## src/serial_pkg.sv

```systemverilog
// Shared constants and types for the two-wire serial control block.
//
// Notes on behaviour
// Software disables, sets mode disabled, re-enables after errors.
// Mode field selects sync, UART7, UART8, UART9, off.
// Condition bits set only after two-wire mode.
// Condition bits master-only; ack bits slave-only.
// Software sets request bit before output select.
// Software programs divisor three or greater.
// Software selects delayed clock in two-wire mode.
// Start hold and stop setup last half period.
// Software accounts for SDA output delay.
// SCL level needs three samples to recognise.
// Divisor below three is invalid and halts.
// Master avoids repeated start toward slave.
// Slave transmit needs enable and buffered data.
// Slave receive needs both enables and data.
// Special mode two used only as master.
// Detect start and stop, one shared request.
// Output select chooses generation or normal pins.
`default_nettype none

package serial_pkg;

	// ------------------------------------------------------------
	// Mode field encodings.
	// ------------------------------------------------------------
	localparam logic [2:0] MODE_DISABLED = 3'h0; // Interface off.
	localparam logic [2:0] MODE_SYNC     = 3'h1; // Clock-synchronous serial.
	localparam logic [2:0] MODE_UART7    = 3'h4; // UART, 7-bit characters.
	localparam logic [2:0] MODE_UART8    = 3'h5; // UART, 8-bit characters.
	localparam logic [2:0] MODE_UART9    = 3'h6; // UART, 9-bit characters.

	// ------------------------------------------------------------
	// Character lengths reported for each mode.
	// ------------------------------------------------------------
	localparam logic [3:0] CHAR_NONE = 4'h0; // No character framing.
	localparam logic [3:0] CHAR_7    = 4'h7; // Seven data bits.
	localparam logic [3:0] CHAR_8    = 4'h8; // Eight data bits.
	localparam logic [3:0] CHAR_9    = 4'h9; // Nine data bits.

	// ------------------------------------------------------------
	// Two-wire timing and framing.
	// ------------------------------------------------------------
	localparam int         DIV_WIDTH = 8;     // Width of the baud divisor.
	localparam logic [7:0] DIV_MIN   = 8'h03; // Smallest usable divisor.
	localparam logic [3:0] ACK_FALL  = 4'h8;  // SCL fall that opens the ack bit.
	localparam logic [3:0] NINTH_FALL = 4'h9; // SCL fall that ends the ack bit.

	// Condition generator states.
	typedef enum logic [2:0] {
		GEN_IDLE,
		GEN_HOLD,
		GEN_RS_RELEASE,
		GEN_RS_SETUP,
		GEN_STOP
	} gen_state_t;

endpackage

`default_nettype wire

```

## src/baud_if.sv

```systemverilog
// Carrier between the controller and its baud tick generator.
`default_nettype none

interface baud_if;
	logic [serial_pkg::DIV_WIDTH-1:0] divisor; // Terminal count of the divider.
	logic                             run;     // Counts while high, preloads one while low.
	logic                             tick;    // One-cycle pulse each divisor+1 cycles.

	modport gen  (input divisor, input run, output tick);
	modport user (output divisor, output run, input tick);
endinterface

`default_nettype wire

```

## src/baud_tick_gen.sv

```systemverilog
// Baud divider that marks each half SCL period of the count source.
`default_nettype none

module baud_tick_gen (
	input  wire logic i_clk,
	input  wire logic i_reset,
	baud_if.gen       bus
);

	// ------------------------------------------------------------
	// State.
	// ------------------------------------------------------------
	typedef struct packed {
		logic [serial_pkg::DIV_WIDTH-1:0] cnt; // Count-source cycles in this period.
		logic                             tick; // Registered period marker.
	} baud_state_t;

	baud_state_t st_r;  // Current state.
	baud_state_t st_nxt; // Next state.

	// Period is divisor+1 cycles, so a half SCL period is one tick.
	always_comb
	begin
		st_nxt = st_r;
		st_nxt.tick = 1'b0;
		if (!bus.run)
		begin
			// Preload one: the registered tick costs a cycle, so the first phase still lasts divisor+1 cycles.
			st_nxt.cnt = '0;
			st_nxt.cnt[0] = 1'b1;
		end
		else if (st_r.cnt == bus.divisor)
		begin
			st_nxt.cnt = '0;
			st_nxt.tick = 1'b1;
		end
		else
		begin
			st_nxt.cnt = st_r.cnt + 1'b1;
		end
	end

	// Register the state.
	always_ff @(posedge i_clk or posedge i_reset)
	begin
		if (i_reset)
			st_r <= '0;
		else
			st_r <= st_nxt;
	end

	assign bus.tick = st_r.tick;

endmodule

`default_nettype wire

```

## src/twowire_ctrl.sv

```systemverilog
// Two-wire mode control: mode decode, condition generation and detection, slave ack.
`default_nettype none

module twowire_ctrl (
	input  wire logic       i_clk,                  // Count-source clock.
	input  wire logic       i_reset,                // Asynchronous, active high.
	input  wire logic [2:0] i_serial_mode_select,   // Operating mode field.
	input  wire logic       i_tx_enable,            // Transmission enabled.
	input  wire logic       i_rx_enable,            // Reception enabled.
	input  wire logic       i_two_wire_mode_select, // Two-wire mode on.
	input  wire logic       i_clock_source_select,  // 0 internal clock (master), 1 external (slave).
	input  wire logic [7:0] i_baud_divisor,         // Half SCL period minus one.
	input  wire logic       i_start_request,        // Generate a start.
	input  wire logic       i_repeated_start_request, // Generate a repeated start.
	input  wire logic       i_stop_request,         // Generate a stop.
	input  wire logic       i_condition_output_select, // 1 pins generate conditions.
	input  wire logic       i_release_clock_on_stop,   // Release SCL when a stop is seen.
	input  wire logic       i_ack_data_bit,         // Ack level to drive.
	input  wire logic       i_ack_output_control,   // Drive the ack bit.
	input  wire logic       i_ninth_bit_clock_hold, // Hold SCL low after the ninth bit.
	input  wire logic       i_shift_scl_low,        // Shift circuit pulls SCL low.
	input  wire logic       i_shift_sda_low,        // Shift circuit pulls SDA low.
	input  wire logic       i_scl,                  // SCL pin level.
	input  wire logic       i_sda,                  // SDA pin level.
	output logic            o_scl_out,              // SCL output level.
	output logic            o_scl_oe,               // High while SCL is driven low.
	output logic            o_sda_out,              // SDA output level.
	output logic            o_sda_oe,               // High while SDA is driven low.
	output logic            o_mode_sync,            // Clock-synchronous mode active.
	output logic            o_mode_uart,            // UART mode active.
	output logic [3:0]      o_char_bits,            // UART character length.
	output logic            o_divisor_invalid,      // Divisor too small in two-wire mode.
	output logic            o_condition_irq,        // Start/stop request pulse.
	output logic            o_start_detected,       // Start seen, one-cycle pulse.
	output logic            o_stop_detected,        // Stop seen, one-cycle pulse.
	output logic            o_bus_busy,             // Between start and stop.
	output logic            o_condition_busy        // Generator in progress.
);

	// ------------------------------------------------------------
	// State.
	// ------------------------------------------------------------
	typedef struct packed {
		logic [2:0]             scl_s;      // SCL synchroniser chain.
		logic [2:0]             sda_s;      // SDA synchroniser chain.
		logic                   scl_f;      // Accepted SCL level.
		logic                   sda_f;      // Accepted SDA level.
		serial_pkg::gen_state_t gen;        // Condition generator state.
		logic                   gen_scl_low; // Generator pulls SCL low.
		logic                   gen_sda_low; // Generator pulls SDA low.
		logic                   busy;       // Bus busy flag.
		logic [3:0]             falls;      // SCL falls since start.
		logic                   hold;       // Slave ninth-bit clock hold.
		logic                   scl_open;   // SCL released after a foreign stop.
		logic                   irq;        // Condition request pulse.
		logic                   start_det;  // Start detection pulse.
		logic                   stop_det;   // Stop detection pulse.
		logic [3:0]             char_bits;  // Decoded character length.
		logic                   sync_m;     // Decoded sync mode.
		logic                   uart_m;     // Decoded UART mode.
		logic                   div_bad;    // Divisor invalid flag.
	} ctrl_state_t;

	ctrl_state_t st_r;   // Current state.
	ctrl_state_t st_nxt; // Next state.

	// ------------------------------------------------------------
	// Baud tick generator.
	// ------------------------------------------------------------
	baud_if baud ();

	baud_tick_gen u_baud (
		.i_clk   (i_clk),
		.i_reset (i_reset),
		.bus     (baud)
	);

	logic tw_on;     // Two-wire operation allowed.
	logic master;    // Internal clock, master operation.
	logic gen_mode;  // Pins under the condition generator.
	logic scl_fall;  // Accepted SCL falling edge.
	logic sda_fall;  // Accepted SDA falling edge.
	logic sda_rise;  // Accepted SDA rising edge.

	// The generator runs the divider only while a condition is in progress.
	assign baud.divisor = i_baud_divisor;
	assign baud.run     = (st_r.gen != serial_pkg::GEN_IDLE);

	// Two-wire logic halts when the mode is off or the divisor would slip bits.
	assign tw_on    = i_two_wire_mode_select && (i_baud_divisor >= serial_pkg::DIV_MIN);
	assign master   = !i_clock_source_select;
	assign gen_mode = tw_on && master && i_condition_output_select;

	// Edges are taken from accepted levels only, never from the first stage.
	assign scl_fall = st_r.scl_f && !st_nxt.scl_f;
	assign sda_fall = st_r.sda_f && !st_nxt.sda_f;
	assign sda_rise = !st_r.sda_f && st_nxt.sda_f;

	// ------------------------------------------------------------
	// Next-state logic.
	// ------------------------------------------------------------
	always_comb
	begin
		st_nxt = st_r;
		st_nxt.irq = 1'b0;
		st_nxt.start_det = 1'b0;
		st_nxt.stop_det = 1'b0;

		// Three-stage sampling; a level counts once the last two agree.
		st_nxt.scl_s = {st_r.scl_s[1:0], i_scl};
		st_nxt.sda_s = {st_r.sda_s[1:0], i_sda};
		if (st_r.scl_s[1] == st_r.scl_s[2])
			st_nxt.scl_f = st_r.scl_s[2];
		if (st_r.sda_s[1] == st_r.sda_s[2])
			st_nxt.sda_f = st_r.sda_s[2];

		// Mode field decode; unlisted codes read as disabled.
		st_nxt.sync_m = 1'b0;
		st_nxt.uart_m = 1'b0;
		st_nxt.char_bits = serial_pkg::CHAR_NONE;
		case (i_serial_mode_select)
			serial_pkg::MODE_SYNC:
			begin
				st_nxt.sync_m = 1'b1;
				st_nxt.char_bits = serial_pkg::CHAR_8;
			end
			serial_pkg::MODE_UART7:
			begin
				st_nxt.uart_m = 1'b1;
				st_nxt.char_bits = serial_pkg::CHAR_7;
			end
			serial_pkg::MODE_UART8:
			begin
				st_nxt.uart_m = 1'b1;
				st_nxt.char_bits = serial_pkg::CHAR_8;
			end
			serial_pkg::MODE_UART9:
			begin
				st_nxt.uart_m = 1'b1;
				st_nxt.char_bits = serial_pkg::CHAR_9;
			end
			default:
			begin
				st_nxt.char_bits = serial_pkg::CHAR_NONE;
			end
		endcase
		st_nxt.div_bad = i_two_wire_mode_select && (i_baud_divisor < serial_pkg::DIV_MIN);

		// Start and stop detection on SDA edges while SCL is high.
		if (i_two_wire_mode_select && st_nxt.scl_f && st_r.scl_f)
		begin
			if (sda_fall)
			begin
				st_nxt.start_det = 1'b1;
				st_nxt.busy = 1'b1;
				st_nxt.falls = '1; // The start's own SCL fall wraps this to zero; a repeated start restarts it.
				st_nxt.hold = 1'b0;
			end
			else if (sda_rise)
			begin
				st_nxt.stop_det = 1'b1;
				st_nxt.busy = 1'b0;
				st_nxt.hold = 1'b0;
				if (master && i_release_clock_on_stop && !gen_mode)
					st_nxt.scl_open = 1'b1;
			end
		end
		// Detection raises the shared request unless conditions are generated.
		if ((st_nxt.start_det || st_nxt.stop_det) && !gen_mode)
			st_nxt.irq = 1'b1;
		if (!i_release_clock_on_stop || st_nxt.start_det)
			st_nxt.scl_open = 1'b0;

		// Slave ack bit and ninth-bit hold, counted on SCL falls.
		if (st_r.busy && scl_fall && st_r.falls != serial_pkg::NINTH_FALL)
			st_nxt.falls = st_r.falls + 1'b1;
		if (!master && st_nxt.falls == serial_pkg::NINTH_FALL && scl_fall && i_ninth_bit_clock_hold)
			st_nxt.hold = 1'b1;
		if (!i_ninth_bit_clock_hold)
			st_nxt.hold = 1'b0;

		// Condition generator, stepped by half-period ticks.
		case (st_r.gen)
			serial_pkg::GEN_IDLE:
			begin
				if (gen_mode && i_start_request && st_r.scl_f && st_r.sda_f)
				begin
					st_nxt.gen_sda_low = 1'b1;
					st_nxt.gen = serial_pkg::GEN_HOLD;
				end
				else if (gen_mode && i_repeated_start_request)
				begin
					st_nxt.gen_sda_low = 1'b0;
					st_nxt.gen = serial_pkg::GEN_RS_RELEASE;
				end
				else if (gen_mode && i_stop_request)
				begin
					st_nxt.gen_sda_low = 1'b1;
					st_nxt.gen_scl_low = 1'b0;
					st_nxt.gen = serial_pkg::GEN_STOP;
				end
			end
			serial_pkg::GEN_HOLD:
			begin
				// SDA has been low half a period; now SCL falls.
				if (baud.tick)
				begin
					st_nxt.gen_scl_low = 1'b1;
					st_nxt.irq = 1'b1;
					st_nxt.gen = serial_pkg::GEN_IDLE;
				end
			end
			serial_pkg::GEN_RS_RELEASE:
			begin
				if (baud.tick)
				begin
					st_nxt.gen_scl_low = 1'b0;
					st_nxt.gen = serial_pkg::GEN_RS_SETUP;
				end
			end
			serial_pkg::GEN_RS_SETUP:
			begin
				// Wait for SCL really high, so a stretching slave is honoured.
				if (baud.tick && st_r.scl_f)
				begin
					st_nxt.gen_sda_low = 1'b1;
					st_nxt.gen = serial_pkg::GEN_HOLD;
				end
			end
			serial_pkg::GEN_STOP:
			begin
				// SCL has been high half a period; now SDA rises.
				if (baud.tick && st_r.scl_f)
				begin
					st_nxt.gen_sda_low = 1'b0;
					st_nxt.irq = 1'b1;
					st_nxt.gen = serial_pkg::GEN_IDLE;
				end
			end
			default:
			begin
				st_nxt.gen = serial_pkg::GEN_IDLE;
			end
		endcase

		// Leaving generator mode or two-wire mode drops the condition logic.
		if (!gen_mode)
		begin
			st_nxt.gen = serial_pkg::GEN_IDLE;
			st_nxt.gen_scl_low = 1'b0;
			st_nxt.gen_sda_low = 1'b0;
		end
		// Disabling both directions, the mode or two-wire operation clears transfers.
		if (!tw_on || (!i_tx_enable && !i_rx_enable) || i_serial_mode_select == serial_pkg::MODE_DISABLED)
		begin
			st_nxt.busy = 1'b0;
			st_nxt.falls = '0;
			st_nxt.hold = 1'b0;
			st_nxt.scl_open = 1'b0;
			st_nxt.start_det = 1'b0;
			st_nxt.stop_det = 1'b0;
			st_nxt.irq = 1'b0;
			st_nxt.gen = serial_pkg::GEN_IDLE;
			st_nxt.gen_scl_low = 1'b0;
			st_nxt.gen_sda_low = 1'b0;
		end
	end

	// Register the state; pin samplers reset to the idle-high bus.
	always_ff @(posedge i_clk or posedge i_reset)
	begin
		if (i_reset)
		begin
			st_r <= '0;
			st_r.scl_s <= 3'h7;
			st_r.sda_s <= 3'h7;
			st_r.scl_f <= 1'b1;
			st_r.sda_f <= 1'b1;
		end
		else
		begin
			st_r <= st_nxt;
		end
	end

	// ------------------------------------------------------------
	// Pin drive.
	// ------------------------------------------------------------
	logic ack_drive; // Slave drives the ack bit low.

	// Ack bit window lies between the eighth and ninth SCL falls.
	assign ack_drive = tw_on && !master && i_ack_output_control && !i_ack_data_bit
		&& st_r.falls == serial_pkg::ACK_FALL;

	// Pins carry conditions in generator mode, else normal clock and data.
	assign o_scl_out = 1'b0;
	assign o_sda_out = 1'b0;
	assign o_scl_oe  = gen_mode ? st_r.gen_scl_low
		: ((i_shift_scl_low && !st_r.scl_open) || st_r.hold);
	assign o_sda_oe  = gen_mode ? st_r.gen_sda_low : (i_shift_sda_low || ack_drive);

	// Status outputs, all from registers.
	assign o_mode_sync       = st_r.sync_m;
	assign o_mode_uart       = st_r.uart_m;
	assign o_char_bits       = st_r.char_bits;
	assign o_divisor_invalid = st_r.div_bad;
	assign o_condition_irq   = st_r.irq;
	assign o_start_detected  = st_r.start_det;
	assign o_stop_detected   = st_r.stop_det;
	assign o_bus_busy        = st_r.busy;
	assign o_condition_busy  = (st_r.gen != serial_pkg::GEN_IDLE);

endmodule

`default_nettype wire
```

## config.mk

```make
export PLATFORM = sky130hd
export DESIGN_NAME = twowire_ctrl
export DESIGN_NICKNAME = d
export VERILOG_FILES = /design/src/serial_pkg.sv /design/src/baud_if.sv /design/src/baud_tick_gen.sv /design/src/twowire_ctrl.sv
export SDC_FILE = /design/constraint.sdc
export NUM_CORES = 1
export LEC_CHECK = 0
export BUFFER_PORTS_ARGS = -buffer_cell sky130_fd_sc_hd__buf_2
export CORE_UTILIZATION = 40
export CTS_CLUSTER_DIAMETER = 50
export DETAILED_ROUTE_END_ITERATION = 10
export SLEW_MARGIN = 20
export SYNTH_ARGS = -nofsm -noshare
export SYNTH_HDL_FRONTEND = slang
export SYNTH_SLANG_ARGS = --single-unit
```

## constraint.sdc

```tcl
create_clock -name i_clk -period 4.1 [get_ports i_clk]
set_input_delay 0.82 -clock i_clk [delete_from_list [all_inputs] [get_ports i_clk]]
set_output_delay 0.82 -clock i_clk [all_outputs]
set_load 0.005 [all_outputs]
```

After elaboration in Yosys (flattened, before gate mapping). Index checks and enable logic that the tools add are counted.

Register bits: 39. Bits of input ports: 29. Logic and storage cells: 162.

$add $sub $neg: 2. Magnitude comparators: 2. Eq/ne operators: 27. Mux-type cells: 49. Reduce and logical (&&, ||, !) cells: 62.

Operators by type and width (number): logical AND 1 bit (29); 2-to-1 mux 1 bit (28); != test 4 bit (second input constant) (6); 2-to-1 mux 4 bit (4); 2-to-1 mux 8 bit (2); 2-to-1 mux 15 bit (1); != test 5 x 1 -> 1 bit (second input constant) (3); case mux 3 bit (5 select lines) (1); nonzero test 3 bit (5); == test 3 bit (second input constant) (4); 2-to-1 mux 3 bit (4); case mux 4 bit (3 select lines) (1); zero test 1 bit (11); 2-to-1 mux 5 bit (2); adder 8 x 1 -> 8 bit (second input constant) (1); == test 4 bit (second input constant) (2); == test 8 bit (1); greater-or-equal comparator 8 x 2 -> 1 bit (second input constant) (1); < comparator 8 x 2 -> 1 bit (second input constant) (1); != test 4 x 3 -> 1 bit (second input constant) (2); AND reduction 4 bit (2); 2-to-1 mux 7 bit (1); == test 3 x 1 -> 1 bit (second input constant) (2); == test 3 x 2 -> 1 bit (second input constant) (2); other kinds (16) (26).

Logic depth before layout (Yosys ltp).
Word-level depth: 18. Gate-level depth with buffers: 9. Gate-level depth less buffers: 9.

Hierarchy. From an unflattened synthesis, not the netlist that was laid out.

Cell total of the unflattened synthesis: 217. Area, all modules: 2172.1 µm².

By module, submodules not included: twowire_ctrl (times used 1, cells an instance 172, area each 1706.6 µm², seq. area each 735.7 µm²); baud_tick_gen (times used 1, cells an instance 45, area each 465.4 µm², seq. area each 225.2 µm²).

Least setup slack after synthesis. No wires, ideal clock.

Path type: input port to output port. From: in i_baud_divisor[7]. To: out o_sda_oe. Data arrival time: 1.856 ns. Setup slack: 1.424 ns. Stages: 4. Buffers on the path: 0. Cells stage by stage: or4_4 o21ai_0 a21oi_1 o32a_1.

Word-level cells in the longest chain between the ends: 8. Elaborated cells on any way between the ends: 10. Classes of those cells: order compare (1); mux (1); reduce/logical (8).

Ends and longest elaborated chain: from (decl) (line twowire_ctrl.sv:12) `input wire logic [7:0] i_baud_divisor,`; greater-or-equal comparator 8 x 2 -> 1 bit * (line twowire_ctrl.sv:90) `assign tw_on = i_two_wire_mode_select && (i_baud_divisor >= serial_pkg::DIV_MIN);`; logical AND 1 bit * (line twowire_ctrl.sv:90); logical AND 1 bit (3 in series) (line twowire_ctrl.sv:292) `assign ack_drive = tw_on && !master && i_ack_output_control && !i_ack_data_bit`; logical AND 1 bit (line twowire_ctrl.sv:293) `&& st_r.falls == serial_pkg::ACK_FALL;`; logical OR 1 bit (line twowire_ctrl.sv:300) `assign o_sda_oe = gen_mode ? st_r.gen_sda_low : (i_shift_sda_low || ack_drive);`; 2-to-1 mux 1 bit * (line twowire_ctrl.sv:300); to (decl) (line twowire_ctrl.sv:28) `output logic o_sda_oe,`.

Mark *: on every way between the ends. The rest lies on a longest branch, timed or not.

Worst setup path in the final report. Ends and elaborated chain as after synthesis.

==> results.yml <==
run_status:
  status: "completed"
clock_tree:
  cts_buffers: 5
  cts_setup_buffers: 0
  cts_resized: 0
  cts_buffer_depth: 2
  clock_latency_ps: 290
  root_buffer: "clkbuf_8"
  cts_tree: "yes"
  hold_buffers: 0
  path_clk_slew_ps: 80
  cts.sinks: 38
  cts_max_level: 2
synthesis:
  synth_flop_cell: "dfrtp_1"
  ys_types: 59
  async_flop_share_pct: 100
  netlist_area_um2: 2170
  syn_avg_cell_area_um2: 9.66
  synthMuxAreaShare_pct: 0.978
  synth_compound_area_share_pct: 18.8
  ys_warn_count: 0
  synth_cells: 225
  synthXorXnorAreaFrac_pct: 5.64
  yosysSeqAreaShare_pct: 44.2
  synth_top_family_by_area: "simple AND/OR/NAND/NOR gates"
  synth-adder-area-share_pct: 4.49
  yosys.area_share.simple_pct: 20.7
  ys_seq_elements: 38
  synth-edff-count: 0
sta:
  clock.fmax_mhz: 329
  setup_viol: 0
  worst_pin_slew_ps: 640
  setup_ws_ps: 1060
  rsz0062_at_grt: "no"
  fin_setup_tns_ps: 0
  slew_violations: 0
  finClkSkew_ps: 6.02
  period_minus_slack_ps: 3040
  finalCritPeriodShare_pct: 74.2
  slew_headroom_pct: 56.9
  hold_violations: 0
worst_setup_path:
  path_cells: "buf_2, or4_4, o21ai_0, a21oi_1, o32a_1, buf_2"
  path_delay_family: "compound AO/OA/AOI/OAI gates"
  crit_path_end_kind: "output pin"
  crit_arrival_ps: 2220
  max_stage_delay_ps: 550
  required_ps: 3280
  r2r-end: "st_r[11]"
  worst-path-buf-inv: 2
  critPathMostFrequentCell: "buf_2"
  reg2regPathDepth: 5
  startpoint_type: "primary input"
  regToRegStartpoint: "st_r[23]"
  cp_max_fo: 3
  crit_type: "in -> out"
  crit_slowest_cell: "or4_4"
  r2r_slack_ps: 2120
detailed_routing:
  wl_per_cell_um: 13.6
  drt-total-wl_um: 4540
  dr.pass1.iters: 4
  avgViaCountPerCell: 5.28
  ant_nets: 0
  vias: 1769
  drt-initial-drc-count: 157
  route.detailed.drc: 0
place:
  hpwl_um: 3360
  pre_cts_ws_ps: 1060
  port_buffers: 42
  gp_congestion: 0.820
pwr:
  vdd_drop_max_mv: 0.229
  leakagePower_uw: 0.00118
  p_per_area_nw_per_um2: 346
global_route:
  grt_max_degree: 39
  grt_pass1_vias: 1571
  grt_use_total_pct: 17.5
  grt_pass1_wl_um: 7370
  antenna_found_initial: 0
  grt_overflow: 0
floorplanning:
  die_area_um2: 5740
  die_w_um: 75.7
  start_util_pct: 42.0
  core_area_um2: 5170
  row_count: 26
  io_pins: 45
  die_h_um: 75.7
worst_hold_path:
  hold_class: "reg -> reg"
  min_to: "st_nxt[29]"
  worstHoldStart: "st_nxt[28]"
  hold_depth: 0
final_layout:
  diodes: 0
  drive_above_1_share_pct: 26.4
  fin_nets: 300
  area_growth_pct: 17.2
job:
  drv_cap: 0
logic make-up after synthesis:
| kind of cell | after synthesis |
|---|---|
| buffers and inverters | 22 |
| AO/OA/AOI/OAI | 55 |
| other | 1 |
| multiplexers | 2 |
| adder cells (fa/ha/maj) | 8 |
| XOR/XNOR | 14 |
| flip-flops | 38 |
| AND/OR/NAND/NOR | 85 |
stage by stage:
step	instances	hold slack (ps)	total power (uW)	utilization (%)	area, um2
floorplan	226	345	466	-	2180
global placement	327	346	502	46.6	2410
detailed placement	327	349	502	46.6	2410
CTS	335	361	891	49.3	2550
global route	335	364	919	49.3	2550
finish	335	356	881	49.3	2550
worst max-delay path by stage:
stage,cells past startpoint,from,endpoint,slack [ps]
finish,6,i_baud_divisor[7],o_sda_oe,1060
CTS,6,i_baud_divisor[7],o_sda_oe,1060
floorplan,4,i_baud_divisor[7],o_sda_oe,1420
detailed placement,6,i_baud_divisor[7],o_sda_oe,1060
global placement,6,i_baud_divisor[7],o_sda_oe,1080
global route,6,i_baud_divisor[7],o_sda_oe,990
cells in the mapped netlist, types with 2 or more instances:
cell / n / share of area, %
nand4_1: 2 / 0.58
xor2_1: 11 / 4.4
a21oi_1: 10 / 2.3
or3_1: 3 / 0.86
or2_2: 2 / 0.58
a31oi_1: 5 / 1.4
nand3b_1: 3 / 1.0
buf_2: 3 / 0.69
nand2_1: 19 / 3.3
nor2_1: 21 / 3.6
nor3b_1: 2 / 0.69
o32a_1: 2 / 0.92
nor4_1: 3 / 0.86
o21ai_0: 11 / 2.5
a211oi_1: 5 / 1.7
and2_1: 2 / 0.58
xnor2_1: 3 / 1.2
nor3_1: 4 / 0.92
o211ai_1: 2 / 0.69
nand3_1: 6 / 1.4
a211o_1: 2 / 0.81
inv_1: 10 / 1.7
dfrtp_1: 30 / 35
dfstp_2: 8 / 9.7
nor2b_1: 3 / 0.86
buf_4: 6 / 2.1
and3_1: 7 / 2.0
o2111a_1: 2 / 1.0
ha_1: 7 / 4.0
clkbuf_1: 2 / 0.35
per-layer routing:
metal | part of all wire (%) | up-vias | GRT usage, % | wire (um)
met5 | 0 | - | 0 | 0
met4 | 1.1 | 0 | 6.58 | 51
met3 | 4.9 | 6 | 4.63 | 224
met2 | 45 | 46 | 26.4 | 2040
met1 | 49 | 829 | 24.2 | 2230
li1 | - | 888 | - | -
report_power, final:
| part | internal (uW) | switching, uW | total (uW) |
|---|---|---|---|
| Combinational | 39.6 | 53.8 | 93.4 |
| Sequential | 389 | 11.7 | 401 |
| Clock | 244 | 142 | 386 |
| Total | 673 | 208 | 881 |
layout make-up:
cell class              count  area [um2]
flip-flops and latches     38         961
multi-input cells         166        1110
clock buffers               5        68.8
fillers                   497        2620
repair buffers             43         218
inverters                  10        37.5
clock inverters             3        68.8
well taps                  70        87.6
layout by cell type (no fill, tap or decap), types with 3 or more instances in the layout:
master and count:
a211oi_1 5, xor2_1 11, a31oi_1 5, ha_1 7, a21oi_1 10, inv_1 10, or3_1 3, dfstp_2 8
and3_1 7, clkbuf_8 5, nand2_1 19, nand3b_1 3, nor2b_1 3, nand3_1 6, xnor2_1 3, nor3_1 4
dfrtp_1 30, nor4_1 3, buf_2 42, o21ai_0 11, nor2_1 21
state kept, by name (all words and copies together) (netlist names):
name               cells
o_mode_sync            1
u_baud.bus.tick        1
o_char_bits            3
o_divisor_invalid      1
o_mode_uart            1
o_stop_detected        1
st_r                  15
o_condition_irq        1
u_baud.st_r            8
o_start_detected       1
st_nxt                 4
o_bus_busy             1
Note: power is estimated with default switching activity, not from simulation.
